File: src/adcc_pkg.sv
/*
 * Shared constants for the converter control block: register offsets,
 * bit positions, reset values, conversion timing and the sequencer states.
 * Assumes a 40 MHz sys_clk and an 8-bit register port.
 */
package adcc_pkg;
    localparam int ADCC_ADDR_W = 8;
    localparam int ADCC_DATA_W = 8;
    localparam int ADCC_RES_W = 10;
    localparam int ADCC_CNT_W = 8;

    // Register offsets
    localparam logic [7:0] ADDR_PCLK_EN = 8'h00;
    localparam logic [7:0] ADDR_MODE = 8'h01;
    localparam logic [7:0] ADDR_TRIG = 8'h02;
    localparam logic [7:0] ADDR_RES_LO = 8'h03;
    localparam logic [7:0] ADDR_RES_HI = 8'h04;
    localparam logic [7:0] ADDR_INT_MASK = 8'h05;
    localparam logic [7:0] ADDR_INT_REQ = 8'h06;
    localparam logic [7:0] ADDR_PRIO_HI = 8'h07;
    localparam logic [7:0] ADDR_PRIO_LO = 8'h08;
    localparam logic [7:0] ADDR_PORT2_DIR = 8'h09;
    localparam logic [7:0] ADDR_PORT2_DATA = 8'h0A;
    localparam logic [7:0] ADDR_EV_STAT = 8'h0B;
    localparam logic [7:0] ADDR_EV_EN = 8'h0C;

    // Bit positions
    localparam int BIT_CLK_EN = 5;
    localparam int BIT_CONV_OP = 7;
    localparam int BIT_CHAN_MODE = 6;
    localparam int BIT_COMP_EN = 0;
    localparam int BIT_INT = 0;
    localparam int BIT_ANALOG_DIR = 0;
    localparam int BIT_HW_TRIG = 0;
    localparam int BIT_EV_DONE = 0;
    localparam int BIT_EV_OVR = 1;
    localparam int EV_W = 2;

    // Reset values
    localparam logic [7:0] RST_PCLK_EN = 8'h00;
    localparam logic [7:0] RST_MODE = 8'h00;
    localparam logic [7:0] RST_TRIG = 8'h00;
    localparam logic [7:0] RST_PORT2_DIR = 8'hFF;
    localparam logic [7:0] RST_PORT2_DATA = 8'h00;
    localparam logic RST_INT_MASK = 1'b1;
    localparam logic RST_PRIO = 1'b1;
    localparam logic [1:0] RST_EV = 2'h0;

    // Timing
    localparam int CLK_PERIOD_PS = 25000;
    localparam int CONV_TIME_NS = 2375;
    localparam int STAB_TIME_NS = 1000;
    localparam logic [7:0] CONV_CYCLES = 8'((CONV_TIME_NS * 1000 + CLK_PERIOD_PS - 1) / CLK_PERIOD_PS);
    localparam logic [7:0] STAB_CYCLES = 8'((STAB_TIME_NS * 1000 + CLK_PERIOD_PS - 1) / CLK_PERIOD_PS);

    typedef enum logic [1:0] {
        ST_IDLE = 2'b00,
        ST_ARMED = 2'b01,
        ST_STAB = 2'b10,
        ST_CONV = 2'b11
    } adcc_state_t;
endpackage : adcc_pkg

File: src/adcc_conv_if.sv
/*
 * Link between the register side and the conversion sequencer.
 * Both ends run on sys_clk.
 */
`timescale 1ns/10ps
interface adcc_conv_if;
    import adcc_pkg::*;
    logic rstHold;
    logic hwMode;
    logic runEn;
    logic busy;
    logic done;
    logic overrun;
    logic [ADCC_RES_W-1:0] result;
    modport ctrl (output rstHold, output hwMode, output runEn, input busy, input done, input overrun,
        input result);
    modport core (input rstHold, input hwMode, input runEn, output busy, output done, output overrun,
        output result);
endinterface : adcc_conv_if

File: src/adcc_top.sv
/*
 * Converter control block: clock gate and reset hold, mode register,
 * conversion interrupt with priority, analog pin direction, event status.
 * Assumes a single 40 MHz sys_clk and a one-cycle strobe register port.
 */
// The register offsets and the address-and-strobe port were decided locally.
`timescale 1ns/10ps
module adcc_top (
    // Clock and reset
    input wire logic sys_clk,
    input wire logic sys_rst,
    // Register port
    input wire logic [adcc_pkg::ADCC_ADDR_W-1:0] regAddr,
    input wire logic [adcc_pkg::ADCC_DATA_W-1:0] regWrData,
    input wire logic regWrEn,
    input wire logic regRdEn,
    output logic [adcc_pkg::ADCC_DATA_W-1:0] regRdData,
    // Event link
    input wire logic hwTrigger,
    // Converter analog side
    input wire logic [adcc_pkg::ADCC_RES_W-1:0] sampleIn,
    output logic convClkEn,
    output logic convRstHold,
    output logic compEnable,
    // Conversion interrupt
    output logic convIntReq,
    output logic [1:0] convIntLevel,
    // Event interrupt
    output logic irq,
    // Analog pin
    input wire logic analogPinIn,
    output logic analogPinOut,
    output logic analogPinOeN
);
    import adcc_pkg::*;

    adcc_conv_if cv ();

    logic [7:0] pclkEn_r;
    logic [7:0] mode_r;
    logic [7:0] trig_r;
    logic [7:0] port2Dir_r;
    logic [7:0] port2Data_r;
    logic [EV_W-1:0] evStat_r;
    logic [EV_W-1:0] evStat_nxt;
    logic [EV_W-1:0] evEn_r;
    logic [7:0] rdData_r;
    logic [7:0] rdData_nxt;
    logic rstHold_r;
    logic clkOn_r;
    logic compEn_r;
    logic irq_r;
    logic pinOut_r;
    logic pinOeN_r;
    logic pinMeta_r;
    logic pinSync_r;
    logic convWrOk;
    logic intFlag;
    logic intMask;
    logic prioHi;
    logic prioLo;
    logic intReq;
    logic [1:0] intLevel;
    logic [EV_W-1:0] evSet;

    // Write strobe for one register offset
    function automatic logic wrHit(input logic [7:0] addr, input logic en, input logic [7:0] off);
        wrHit = en && (addr == off);
    endfunction : wrHit

    // Converter registers only take writes while its clock is supplied
    assign convWrOk = pclkEn_r[BIT_CLK_EN];

    always_ff @(posedge sys_clk or posedge sys_rst) begin
        if (sys_rst) begin
            pclkEn_r <= RST_PCLK_EN;
        end else if (wrHit(regAddr, regWrEn, ADDR_PCLK_EN)) begin
            pclkEn_r <= regWrData;
        end
    end

    // Mode register: run bit self-clears after a software one-shot; a write in the same cycle wins
    always_ff @(posedge sys_clk or posedge sys_rst) begin
        if (sys_rst) begin
            mode_r <= RST_MODE;
        end else if (!convWrOk) begin
            mode_r <= RST_MODE;
        end else if (wrHit(regAddr, regWrEn, ADDR_MODE)) begin
            mode_r <= regWrData;
        end else if (cv.done && !trig_r[BIT_HW_TRIG]) begin
            mode_r[BIT_CONV_OP] <= 1'b0;
        end
    end

    always_ff @(posedge sys_clk or posedge sys_rst) begin
        if (sys_rst) begin
            trig_r <= RST_TRIG;
        end else if (!convWrOk) begin
            trig_r <= RST_TRIG;
        end else if (wrHit(regAddr, regWrEn, ADDR_TRIG)) begin
            trig_r <= regWrData;
        end
    end

    // Converter clock gate, reset hold and comparator enable
    always_ff @(posedge sys_clk or posedge sys_rst) begin
        if (sys_rst) begin
            clkOn_r <= 1'b0;
            rstHold_r <= 1'b1;
            compEn_r <= 1'b0;
        end else begin
            clkOn_r <= pclkEn_r[BIT_CLK_EN];
            rstHold_r <= ~pclkEn_r[BIT_CLK_EN];
            compEn_r <= pclkEn_r[BIT_CLK_EN] & mode_r[BIT_COMP_EN];
        end
    end

    assign cv.rstHold = rstHold_r;
    assign cv.hwMode = trig_r[BIT_HW_TRIG];
    assign cv.runEn = mode_r[BIT_CONV_OP];

    adcc_conv u_conv (
        .sys_clk (sys_clk),
        .sys_rst (sys_rst),
        .cv (cv.core),
        .hwTrigger (hwTrigger),
        .sampleIn (sampleIn)
    );

    adcc_irq u_irq (
        .sys_clk (sys_clk),
        .sys_rst (sys_rst),
        .doneEvt (cv.done),
        .flagWr (wrHit(regAddr, regWrEn, ADDR_INT_REQ)),
        .maskWr (wrHit(regAddr, regWrEn, ADDR_INT_MASK)),
        .prioHiWr (wrHit(regAddr, regWrEn, ADDR_PRIO_HI)),
        .prioLoWr (wrHit(regAddr, regWrEn, ADDR_PRIO_LO)),
        .wrBit (regWrData[BIT_INT]),
        .flag (intFlag),
        .mask (intMask),
        .prioHi (prioHi),
        .prioLo (prioLo),
        .intReq (intReq),
        .intLevel (intLevel)
    );

    // Analog pin: direction and output latch, input sampled through two flops
    always_ff @(posedge sys_clk or posedge sys_rst) begin
        if (sys_rst) begin
            port2Dir_r <= RST_PORT2_DIR;
            port2Data_r <= RST_PORT2_DATA;
        end else begin
            if (wrHit(regAddr, regWrEn, ADDR_PORT2_DIR)) begin
                port2Dir_r <= regWrData;
            end
            if (wrHit(regAddr, regWrEn, ADDR_PORT2_DATA)) begin
                port2Data_r <= regWrData;
            end
        end
    end

    always_ff @(posedge sys_clk or posedge sys_rst) begin
        if (sys_rst) begin
            pinMeta_r <= 1'b0;
            pinSync_r <= 1'b0;
            pinOut_r <= 1'b0;
            pinOeN_r <= 1'b1;
        end else begin
            pinMeta_r <= analogPinIn;
            pinSync_r <= pinMeta_r;
            pinOut_r <= port2Data_r[BIT_ANALOG_DIR];
            pinOeN_r <= port2Dir_r[BIT_ANALOG_DIR];
        end
    end

    // Event status: sticky, write one to clear, a new event wins over the clear
    always_comb begin
        evSet = '0;
        evSet[BIT_EV_DONE] = cv.done;
        evSet[BIT_EV_OVR] = cv.overrun;
        evStat_nxt = evStat_r;
        if (wrHit(regAddr, regWrEn, ADDR_EV_STAT)) begin
            evStat_nxt = evStat_nxt & ~regWrData[EV_W-1:0];
        end
        evStat_nxt = evStat_nxt | evSet;
    end

    always_ff @(posedge sys_clk or posedge sys_rst) begin
        if (sys_rst) begin
            evStat_r <= RST_EV;
            evEn_r <= RST_EV;
            irq_r <= 1'b0;
        end else begin
            evStat_r <= evStat_nxt;
            if (wrHit(regAddr, regWrEn, ADDR_EV_EN)) begin
                evEn_r <= regWrData[EV_W-1:0];
            end
            irq_r <= |(evStat_r & evEn_r);
        end
    end

    // Read path; converter registers read as zero while held in reset
    always_comb begin
        rdData_nxt = 8'h00;
        case (regAddr)
            ADDR_PCLK_EN: rdData_nxt = pclkEn_r;
            ADDR_MODE: rdData_nxt = mode_r;
            ADDR_TRIG: rdData_nxt = trig_r;
            ADDR_RES_LO: rdData_nxt = cv.result[7:0];
            ADDR_RES_HI: rdData_nxt = {6'h00, cv.result[ADCC_RES_W-1:8]};
            ADDR_INT_MASK: rdData_nxt[BIT_INT] = intMask;
            ADDR_INT_REQ: rdData_nxt[BIT_INT] = intFlag;
            ADDR_PRIO_HI: rdData_nxt[BIT_INT] = prioHi;
            ADDR_PRIO_LO: rdData_nxt[BIT_INT] = prioLo;
            ADDR_PORT2_DIR: rdData_nxt = port2Dir_r;
            ADDR_PORT2_DATA: begin
                rdData_nxt = port2Data_r;
                if (port2Dir_r[BIT_ANALOG_DIR]) begin
                    rdData_nxt[BIT_ANALOG_DIR] = pinSync_r;
                end
            end
            ADDR_EV_STAT: rdData_nxt[EV_W-1:0] = evStat_r;
            ADDR_EV_EN: rdData_nxt[EV_W-1:0] = evEn_r;
            default: rdData_nxt = 8'h00;
        endcase
    end

    // Read data stand for exactly the cycle after the strobe
    always_ff @(posedge sys_clk or posedge sys_rst) begin
        if (sys_rst) begin
            rdData_r <= 8'h00;
        end else if (regRdEn) begin
            rdData_r <= rdData_nxt;
        end else begin
            rdData_r <= 8'h00;
        end
    end

    assign regRdData = rdData_r;
    assign convClkEn = clkOn_r;
    assign convRstHold = rstHold_r;
    assign compEnable = compEn_r;
    assign convIntReq = intReq;
    assign convIntLevel = intLevel;
    assign irq = irq_r;
    assign analogPinOut = pinOut_r;
    assign analogPinOeN = pinOeN_r;
endmodule : adcc_top

File: src/adcc_conv.sv
/*
 * Conversion sequencer: software-started or event-started conversions,
 * with a stabilisation wait before each event-started one.
 * Assumes trigger and sample inputs are asynchronous to sys_clk.
 */
`timescale 1ns/10ps
module adcc_conv (
    // Clock and reset
    input wire logic sys_clk,
    input wire logic sys_rst,
    // Control link
    adcc_conv_if.core cv,
    // Outside world
    input wire logic hwTrigger,
    input wire logic [adcc_pkg::ADCC_RES_W-1:0] sampleIn
);
    import adcc_pkg::*;

    logic [2:0] trigSync_r;
    logic [ADCC_RES_W-1:0] sampleMeta_r;
    logic [ADCC_RES_W-1:0] sampleSync_r;
    logic [ADCC_CNT_W-1:0] cnt_r;
    logic [ADCC_RES_W-1:0] result_r;
    logic done_r;
    logic overrun_r;
    logic trigRise;
    adcc_state_t state_r;

    // Stage two and its delayed copy feed the edge detector, never stage one
    always_ff @(posedge sys_clk or posedge sys_rst) begin
        if (sys_rst) begin
            trigSync_r <= 3'h0;
            sampleMeta_r <= '0;
            sampleSync_r <= '0;
        end else begin
            trigSync_r <= {trigSync_r[1:0], hwTrigger};
            sampleMeta_r <= sampleIn;
            sampleSync_r <= sampleMeta_r;
        end
    end

    assign trigRise = trigSync_r[1] & ~trigSync_r[2];

    always_ff @(posedge sys_clk or posedge sys_rst) begin
        if (sys_rst) begin
            state_r <= ST_IDLE;
            cnt_r <= '0;
            done_r <= 1'b0;
            overrun_r <= 1'b0;
            result_r <= '0;
        end else if (cv.rstHold || !cv.runEn) begin
            state_r <= ST_IDLE;
            cnt_r <= '0;
            done_r <= 1'b0;
            overrun_r <= 1'b0;
            if (cv.rstHold) begin
                result_r <= '0;
            end
        end else begin
            done_r <= 1'b0;
            overrun_r <= 1'b0;
            case (state_r)
                ST_IDLE: begin
                    if (cv.hwMode) begin
                        state_r <= ST_ARMED;
                    end else begin
                        state_r <= ST_CONV;
                        cnt_r <= CONV_CYCLES - 8'h01;
                    end
                end
                ST_ARMED: begin
                    // In software mode this state only waits for the run bit to drop
                    if (cv.hwMode && trigRise) begin
                        state_r <= ST_STAB;
                        cnt_r <= STAB_CYCLES - 8'h01;
                    end
                end
                ST_STAB: begin
                    overrun_r <= trigRise;
                    if (cnt_r == '0) begin
                        state_r <= ST_CONV;
                        cnt_r <= CONV_CYCLES - 8'h01;
                    end else begin
                        cnt_r <= cnt_r - 8'h01;
                    end
                end
                ST_CONV: begin
                    overrun_r <= trigRise & cv.hwMode;
                    if (cnt_r == '0) begin
                        state_r <= ST_ARMED;
                        done_r <= 1'b1;
                        result_r <= sampleSync_r;
                    end else begin
                        cnt_r <= cnt_r - 8'h01;
                    end
                end
                default: state_r <= ST_IDLE;
            endcase
        end
    end

    assign cv.busy = (state_r == ST_STAB) || (state_r == ST_CONV);
    assign cv.done = done_r;
    assign cv.overrun = overrun_r;
    assign cv.result = result_r;
endmodule : adcc_conv

File: src/adcc_irq.sv
/*
 * Conversion-complete interrupt: request flag, mask and two-bit priority.
 * Assumes write strobes come from the register decoder on sys_clk.
 */
`timescale 1ns/10ps
module adcc_irq (
    // Clock and reset
    input wire logic sys_clk,
    input wire logic sys_rst,
    // Event and register writes
    input wire logic doneEvt,
    input wire logic flagWr,
    input wire logic maskWr,
    input wire logic prioHiWr,
    input wire logic prioLoWr,
    input wire logic wrBit,
    // State
    output logic flag,
    output logic mask,
    output logic prioHi,
    output logic prioLo,
    output logic intReq,
    output logic [1:0] intLevel
);
    import adcc_pkg::*;

    always_ff @(posedge sys_clk or posedge sys_rst) begin
        if (sys_rst) begin
            flag <= 1'b0;
        end else if (doneEvt) begin
            flag <= 1'b1;
        end else if (flagWr) begin
            flag <= wrBit;
        end
    end

    always_ff @(posedge sys_clk or posedge sys_rst) begin
        if (sys_rst) begin
            mask <= RST_INT_MASK;
            prioHi <= RST_PRIO;
            prioLo <= RST_PRIO;
        end else begin
            if (maskWr) begin
                mask <= wrBit;
            end
            if (prioHiWr) begin
                prioHi <= wrBit;
            end
            if (prioLoWr) begin
                prioLo <= wrBit;
            end
        end
    end

    // Request is held while the flag is pending and servicing is allowed
    always_ff @(posedge sys_clk or posedge sys_rst) begin
        if (sys_rst) begin
            intReq <= 1'b0;
            intLevel <= {RST_PRIO, RST_PRIO};
        end else begin
            intReq <= flag & ~mask;
            intLevel <= {prioHi, prioLo};
        end
    end
endmodule : adcc_irq

File: config.mk
export PLATFORM = sky130hd
export DESIGN_NAME = adcc_top
export DESIGN_NICKNAME = d
export VERILOG_FILES = /design/src/adcc_pkg.sv /design/src/adcc_conv_if.sv /design/src/adcc_top.sv /design/src/adcc_conv.sv /design/src/adcc_irq.sv
export SDC_FILE = /design/constraint.sdc
export NUM_CORES = 1
export LEC_CHECK = 0
export ABC_AREA = 1
export CORE_ASPECT_RATIO = 0.8
export CORE_MARGIN = 3
export CORE_UTILIZATION = 63
export DETAILED_ROUTE_END_ITERATION = 16
export DONT_BUFFER_PORTS = 1
export PLACE_DENSITY_LB_ADDON = 0.2
export SETUP_SLACK_MARGIN = 0.1
export SLEW_MARGIN = 15
export SYNTH_ARGS = -nofsm -noshare
export SYNTH_HDL_FRONTEND = slang
export SYNTH_SLANG_ARGS = --single-unit
File: constraint.sdc
create_clock -name sys_clk -period 4.72 [get_ports sys_clk]
set_input_delay 0.944 -clock sys_clk [delete_from_list [all_inputs] [get_ports sys_clk]]
set_output_delay 0.944 -clock sys_clk [all_outputs]
set_load 0.01 [all_outputs]
==> results of run 1 <==
==> where the power goes <==
group | total, W | switching, W | internal (W)
registers | 0.00101 | 0.0000193 | 0.000995
clock network | 0.000567 | 0.000344 | 0.000224
logic | 0.0000739 | 0.0000566 | 0.0000173
total | 0.00166 | 0.000419 | 0.00124
==> how the worst max path moves through the flow <==
stage / end / startpoint
2_1_floorplan: analogPinOut / sys_rst
3_3_place_gp: pclkEn_r[5] / regAddr[4]
3_5_place_dp: pclkEn_r[3] / regAddr[4]
4_1_cts: pclkEn_r[3] / regAddr[4]
5_1_grt: pclkEn_r[1] / regAddr[5]
6_report: pclkEn_r[3] / regAddr[4]
==> cells in the mapped netlist, types with 5 or more instances <==
| cell | instances | area share |
|---|---|---|
| ha_1 | 6 | 0.015 |
| nor2_1 | 37 | 0.028 |
| nand3_1 | 64 | 0.064 |
| inv_2 | 7 | 0.0052 |
| o21ai_1 | 26 | 0.026 |
| dfrtp_1 | 97 | 0.48 |
| inv_1 | 45 | 0.034 |
| nor3_1 | 6 | 0.0060 |
| dfstp_2 | 15 | 0.079 |
| nand2_2 | 7 | 0.0087 |
| buf_6 | 9 | 0.020 |
| nand2_1 | 152 | 0.11 |
| o21ai_2 | 9 | 0.016 |
| o21ai_0 | 33 | 0.033 |
| nor2_4 | 5 | 0.011 |
| a21oi_1 | 6 | 0.0060 |
==> cells in the final DEF (no fill, tap or decap), types with 2 or more instances in the layout <==
| master | count |
|---|---|
| a21oi_1 | 6 |
| clkbuf_8 | 10 |
| clkinv_8 | 2 |
| dfrtp_1 | 97 |
| dfstp_2 | 15 |
| ha_1 | 6 |
| inv_1 | 44 |
| inv_2 | 7 |
| inv_6 | 2 |
| nand2_1 | 152 |
| nand2_2 | 7 |
| nand2_4 | 2 |
| nand3_1 | 64 |
| nand3_4 | 2 |
| nor2_1 | 37 |
| nor2_4 | 5 |
| nor3_1 | 6 |
| o21ai_0 | 33 |
| o21ai_1 | 26 |
| o21ai_2 | 9 |
| o31ai_1 | 2 |
| xnor2_1 | 2 |
| xor2_1 | 2 |
==> cells by family after synthesis <==
| logic type | count (synthesis) | synth area share |
|---|---|---|
| simple gates | 281 | 0.256 |
| flops | 112 | 0.564 |
| compound gates | 79 | 0.0912 |
| buf+inv | 66 | 0.0670 |
| fa+ha+maj | 6 | 0.0150 |
| xor+xnor | 4 | 0.00700 |
==> worst reg2reg max path: cells and delay by family, from the launching register on <==
family / cells / cell delay, ns
buffers and inverters: 1 / 0.11
AOI/OAI and AO/OA: 2 / 0.43
DFF: 1 / 0.47
adders and majority gates: 1 / 0.24
and+or+nand+nor: 3 / 0.47
==> flip-flops by register name, summed over array words and instances (netlist names), 2 cells and up <==
signal,count
u_conv.cv.result,10
u_conv.sampleMeta_r,10
u_conv.sampleSync_r,10
mode_r,8
pclkEn_r,8
port2Data_r,8
port2Dir_r,8
regRdData,8
trig_r,8
u_conv.cnt_r,8
u_conv.trigSync_r,3
evEn_r,2
evStat_r,2
u_conv.state_r,2
u_irq.intLevel,2
==> per-layer routing <==
metal / share of wire / global-route usage
met2: 0.47 / 0.373
met4: 0.0094 / 0.0424
met5: 0 / 0
met1: 0.44 / 0.336
met3: 0.078 / 0.0730
==> layout make-up <==
class                      count  share of cell area
inverter                      52              0.0378
clock inverter                 6              0.0134
clock buffer                  10              0.0263
tap                          105              0.0251
multi-input combinational    370               0.353
sequential                   112               0.539
timing repair buffer           2             0.00526
==> per-stage QoR <==
stage / setup WS, ns / utilization / hold WS [ns]
final: 2.56 / 0.692 / 0.357
after global routing: 2.44 / 0.692 / 0.367
after CTS: 2.15 / 0.689 / 0.360
after detailed placement: 1.72 / 0.662 / 0.335
after global placement: 1.92 / 0.662 / 0.334
after floorplan: 0.842 / - / 0.331
==> results_dict.tcl, run 1 <==
set metrics [dict create \
    status "finished clean" \
    ant_nets 0 \
    cap_viol_max_count 0 \
    setup_viol 0 \
    synth-seq-cells 112 \
    cp_slowest_cell "nor2_4" \
    crit_fanout 36 \
    leakage_nw 2.49 \
    slew_headroom 0.372 \
    grt_max_degree 82 \
    finalMaxSlewViolations 0 \
    yosys_warnings 0 \
    io_buffer_count 0 \
    start_util 0.662 \
    final_nets 585 \
    reg2reg_depth 7 \
    crit_top_cell "nand2_1" \
    design_area_um2 5240 \
    grt_pass1_wl_um 16900 \
    multi_input_comb_area_um2 1850 \
    drt-vias-per-instance 5.51 \
    clkTransAtPathRegs_ns 0.11 \
    layout.area.seq_um2 2820 \
    placed_area_um2 5010 \
    coreArea_um2 7570 \
    min-delay-path-class "flop to flop" \
    power.density_nw_per_um2 316 \
    dp.cells 640 \
    avgSynthCellArea_um2 9.14 \
    vias 3622 \
    die_y_um 85.7 \
    regToRegSetupSlack_ns 2.92 \
    end_kind "flop" \
    postSynth.asyncResetShare 1.00 \
    path_cells "inv_1 > nand2_1 > nor2_4 > buf_12 > nand2_1 > inv_2 > nand2_2 > nand2_1 > o21ai_1" \
    fillers 624 \
    dieArea_um2 9060 \
    syn_inst 548 \
    critPathLaunchType "input port" \
    vdd_drop_max_mv 0.292 \
    diodes 0 \
    worstReg2RegStart "u_conv.state_r[0]" \
    power_w 0.00166 \
    final-hold-violation-count 0 \
    routedWlPerCell_um 15.1 \
    fin_skew_ns 0.0118 \
    routed_wl_um 9910 \
    drc 0 \
    timing.fmax_ghz 0.463 \
    drtIter0Drc 250 \
    tritoncts "done" \
    crit_arrival_ns 2.43 \
    hold_path_end "u_conv.sampleSync_r[2]" \
    syn-cell-area_um2 5010 \
    tns_ns 0 \
    htreeDepth 3 \
    worstPathRequired_ns 4.99 \
    gp_congestion 0.889 \
    num_io_pins 49 \
    crit_family "simple AND/OR/NAND/NOR gates" \
    clock_latency_ns 0.38 \
    dp_hpwl_um 7180 \
    cts_setup_buffers 0 \
    hold_path_depth 0 \
    synth-edff-count 0 \
    synthFlopType "dfrtp_1" \
    antenna_found_initial 0 \
    cts_made_buffers 9 \
    cpPeakStageDelay_ns 0.45 \
    grt-ovfl-total 0 \
    ctsResizeCount 0 \
    track_usage 0.237 \
    fin_cells 657 \
    synth_seq_area_share 0.564 \
    clock_sinks 112 \
    r2r-end "u_conv.state_r[1]" \
    grt_pass1_vias 3394 \
    die_w_um 106 \
    synth_cell_types 34 \
    dr.pass1.iters 5 \
    cp_num_cells 9 \
    crit_type "input port to flop" \
    path_buf_inv 3 \
    worstHoldStart "u_conv.sampleMeta_r[2]" \
    layout_min_cycle_time_ns 2.16 \
    holdBufCountCts 0 \
    drive_gt1_frac 0.130 \
    cts-root-buf "clkbuf_8" \
    clockBufferDepth 2 \
    syn_nets 586 \
    worst_pin_slew_ns 0.942 \
    rsz0062_at_grt "no" \
    syn_to_final_growth_pct 4.57 \
    finalCritPeriodShare 0.457 \
    row_count 28 \
]
(Power assumes the default switching activity.)
==> run 2, diff against run 1 <==
- clock period: 4.72 -> 2.1 ns (I/O delays scaled with it)
==> results_dict.tcl, run 2 (synthesis gave the netlist of run 1 again) <==
set metrics [dict create \
    coreArea_um2 7570 \
    clkTransAtPathRegs_ns 0.11 \
    cts_setup_buffers 0 \
    setup_viol 0 \
    cts_made_buffers 9 \
    power.share.clock 0.337 \
    die_y_um 85.7 \
    drive_gt1_frac 0.137 \
    drt-vias-per-instance 5.52 \
    timing.fmax_ghz 0.578 \
    end_kind "flop" \
    dr.pass1.iters 5 \
    reg2reg_depth 9 \
    worstPathRequired_ns 2.43 \
    finalMaxSlewViolations 0 \
    p_switching_w 0.000950 \
    design_area_um2 5250 \
    track_usage 0.235 \
    drtIter0Drc 261 \
    ant_nets 0 \
    dp_hpwl_um 6990 \
    status "finished clean" \
    r2r-end "u_conv.cnt_r[5]" \
    fin_skew_ns 0.0130 \
    worstHoldStart "sampleIn[0]" \
    regToRegSetupSlack_ns 0.37 \
    gp_congestion 0.940 \
    grt-ovfl-total 0 \
    power_w 0.00370 \
    worst_pin_slew_ns 0.564 \
    vdd_drop_max_mv 0.641 \
    clock_sinks 112 \
    tritoncts "done" \
    routedWlPerCell_um 15.0 \
    seqPwrFrac 0.616 \
    crit_start "u_conv.state_r[1]" \
    clockBufferDepth 2 \
    multi_input_comb_area_um2 1850 \
    layout.area.seq_um2 2820 \
    placed_area_um2 5050 \
    final-hold-violation-count 0 \
    clock_latency_ns 0.38 \
    slew_headroom 0.624 \
    diodes 0 \
    start_util 0.662 \
    row_count 28 \
    io_buffer_count 0 \
    crit_path_end "u_conv.cnt_r[5]" \
    swShare 0.257 \
    min-delay-path-class "input port to flop" \
    dieArea_um2 9060 \
    grt_pass1_wl_um 16700 \
    tns_ns 0 \
    syn_to_final_growth_pct 4.92 \
    finalCritPeriodShare 0.824 \
    final_nets 588 \
    final_util 0.694 \
    fillers 617 \
    power_frac_comb 0.047 \
    crit_fanout 10 \
    hold_ws_ns 0.0480 \
    power.density_nw_per_um2 704 \
    cap_viol_max_count 0 \
    grt_max_degree 113 \
    leakage_nw 2.50 \
    antenna_found_initial 0 \
    grt_pass1_vias 3431 \
    critPathLaunchType "flop" \
    routed_wl_um 9890 \
    p_int_w 0.00275 \
    drc 0 \
    final_cell_mix "nand2_1, dfrtp_1, nand3_1, inv_1, nor2_1" \
    hold_path_depth 0 \
    vias 3640 \
    cts-root-buf "clkbuf_8" \
    htreeDepth 3 \
    rsz0062_at_grt "no" \
    layout_min_cycle_time_ns 1.73 \
    num_io_pins 49 \
    final_common_cell "nand2_1" \
    crit_arrival_ns 2.06 \
    crit_type "flop to flop" \
    die_w_um 106 \
    worstReg2RegStart "u_conv.state_r[1]" \
]
==> run 2: layout make-up <==
class	count	share of cell area
sequential	112	0.537
clock inverter	7	0.0143
inverter	52	0.0379
timing repair buffer	5	0.00953
clock buffer	9	0.0236
multi-input combinational	370	0.353
tap	105	0.0250
==> run 2: power groups by stage <==
stage	clock network [W]	registers, W	logic, W
after global placement	0	0.00231	0.000172
after global routing	0.00137	0.00228	0.000198
after detailed placement	0	0.00232	0.000177
final	0.00125	0.00228	0.000175
after CTS	0.00128	0.00228	0.000178
after floorplan	0	0.00231	0.000145
==> run 2: metrics by stage <==
step                std cells  setup WS, ns
floorplan                 548         0.335
global placement          644         0.408
detailed placement        644         0.337
CTS                       660         0.289
global route              660         0.133
finish                    660         0.369
==> run 2: critical path, stage by stage (launching register included) <==
cell and delay [ns]:
dfrtp_1 0.49, inv_1 0.16, ha_1 0.25, nand2_1 0.10, nor2_1 0.05, nor2_1 0.19, nand2_2 0.18, nor2_2 0.14
nand2_1 0.06, nand2_1 0.06
==> run 2: timing repair <==
item,CTS,global route
endpoints found under the setup margin,0,1
gates resized for setup,0,1
hold buffers,0,0
hold endpoints to repair,0,0
==> run 2: metal layers <==
metal | global-route usage | vias up | wire length (um)
met1 | 0.334 | 1709 | 4300
met5 | 0 | - | 0
li1 | - | 1772 | -
met3 | 0.0617 | 21 | 796
met4 | 0.0753 | 0 | 170
met2 | 0.359 | 138 | 4620
==> run 2: worst min-delay path by stage <==
| stage | end | slack (ns) |
|---|---|---|
| global placement | u_conv.sampleSync_r[6] | 0.33 |
| floorplan | pinSync_r | 0.33 |
| finish | u_conv.sampleMeta_r[0] | 0.05 |
| global route | u_conv.trigSync_r[0] | 0.02 |
| detailed placement | pinSync_r | 0.34 |
| CTS | u_conv.sampleMeta_r[0] | 0.03 |
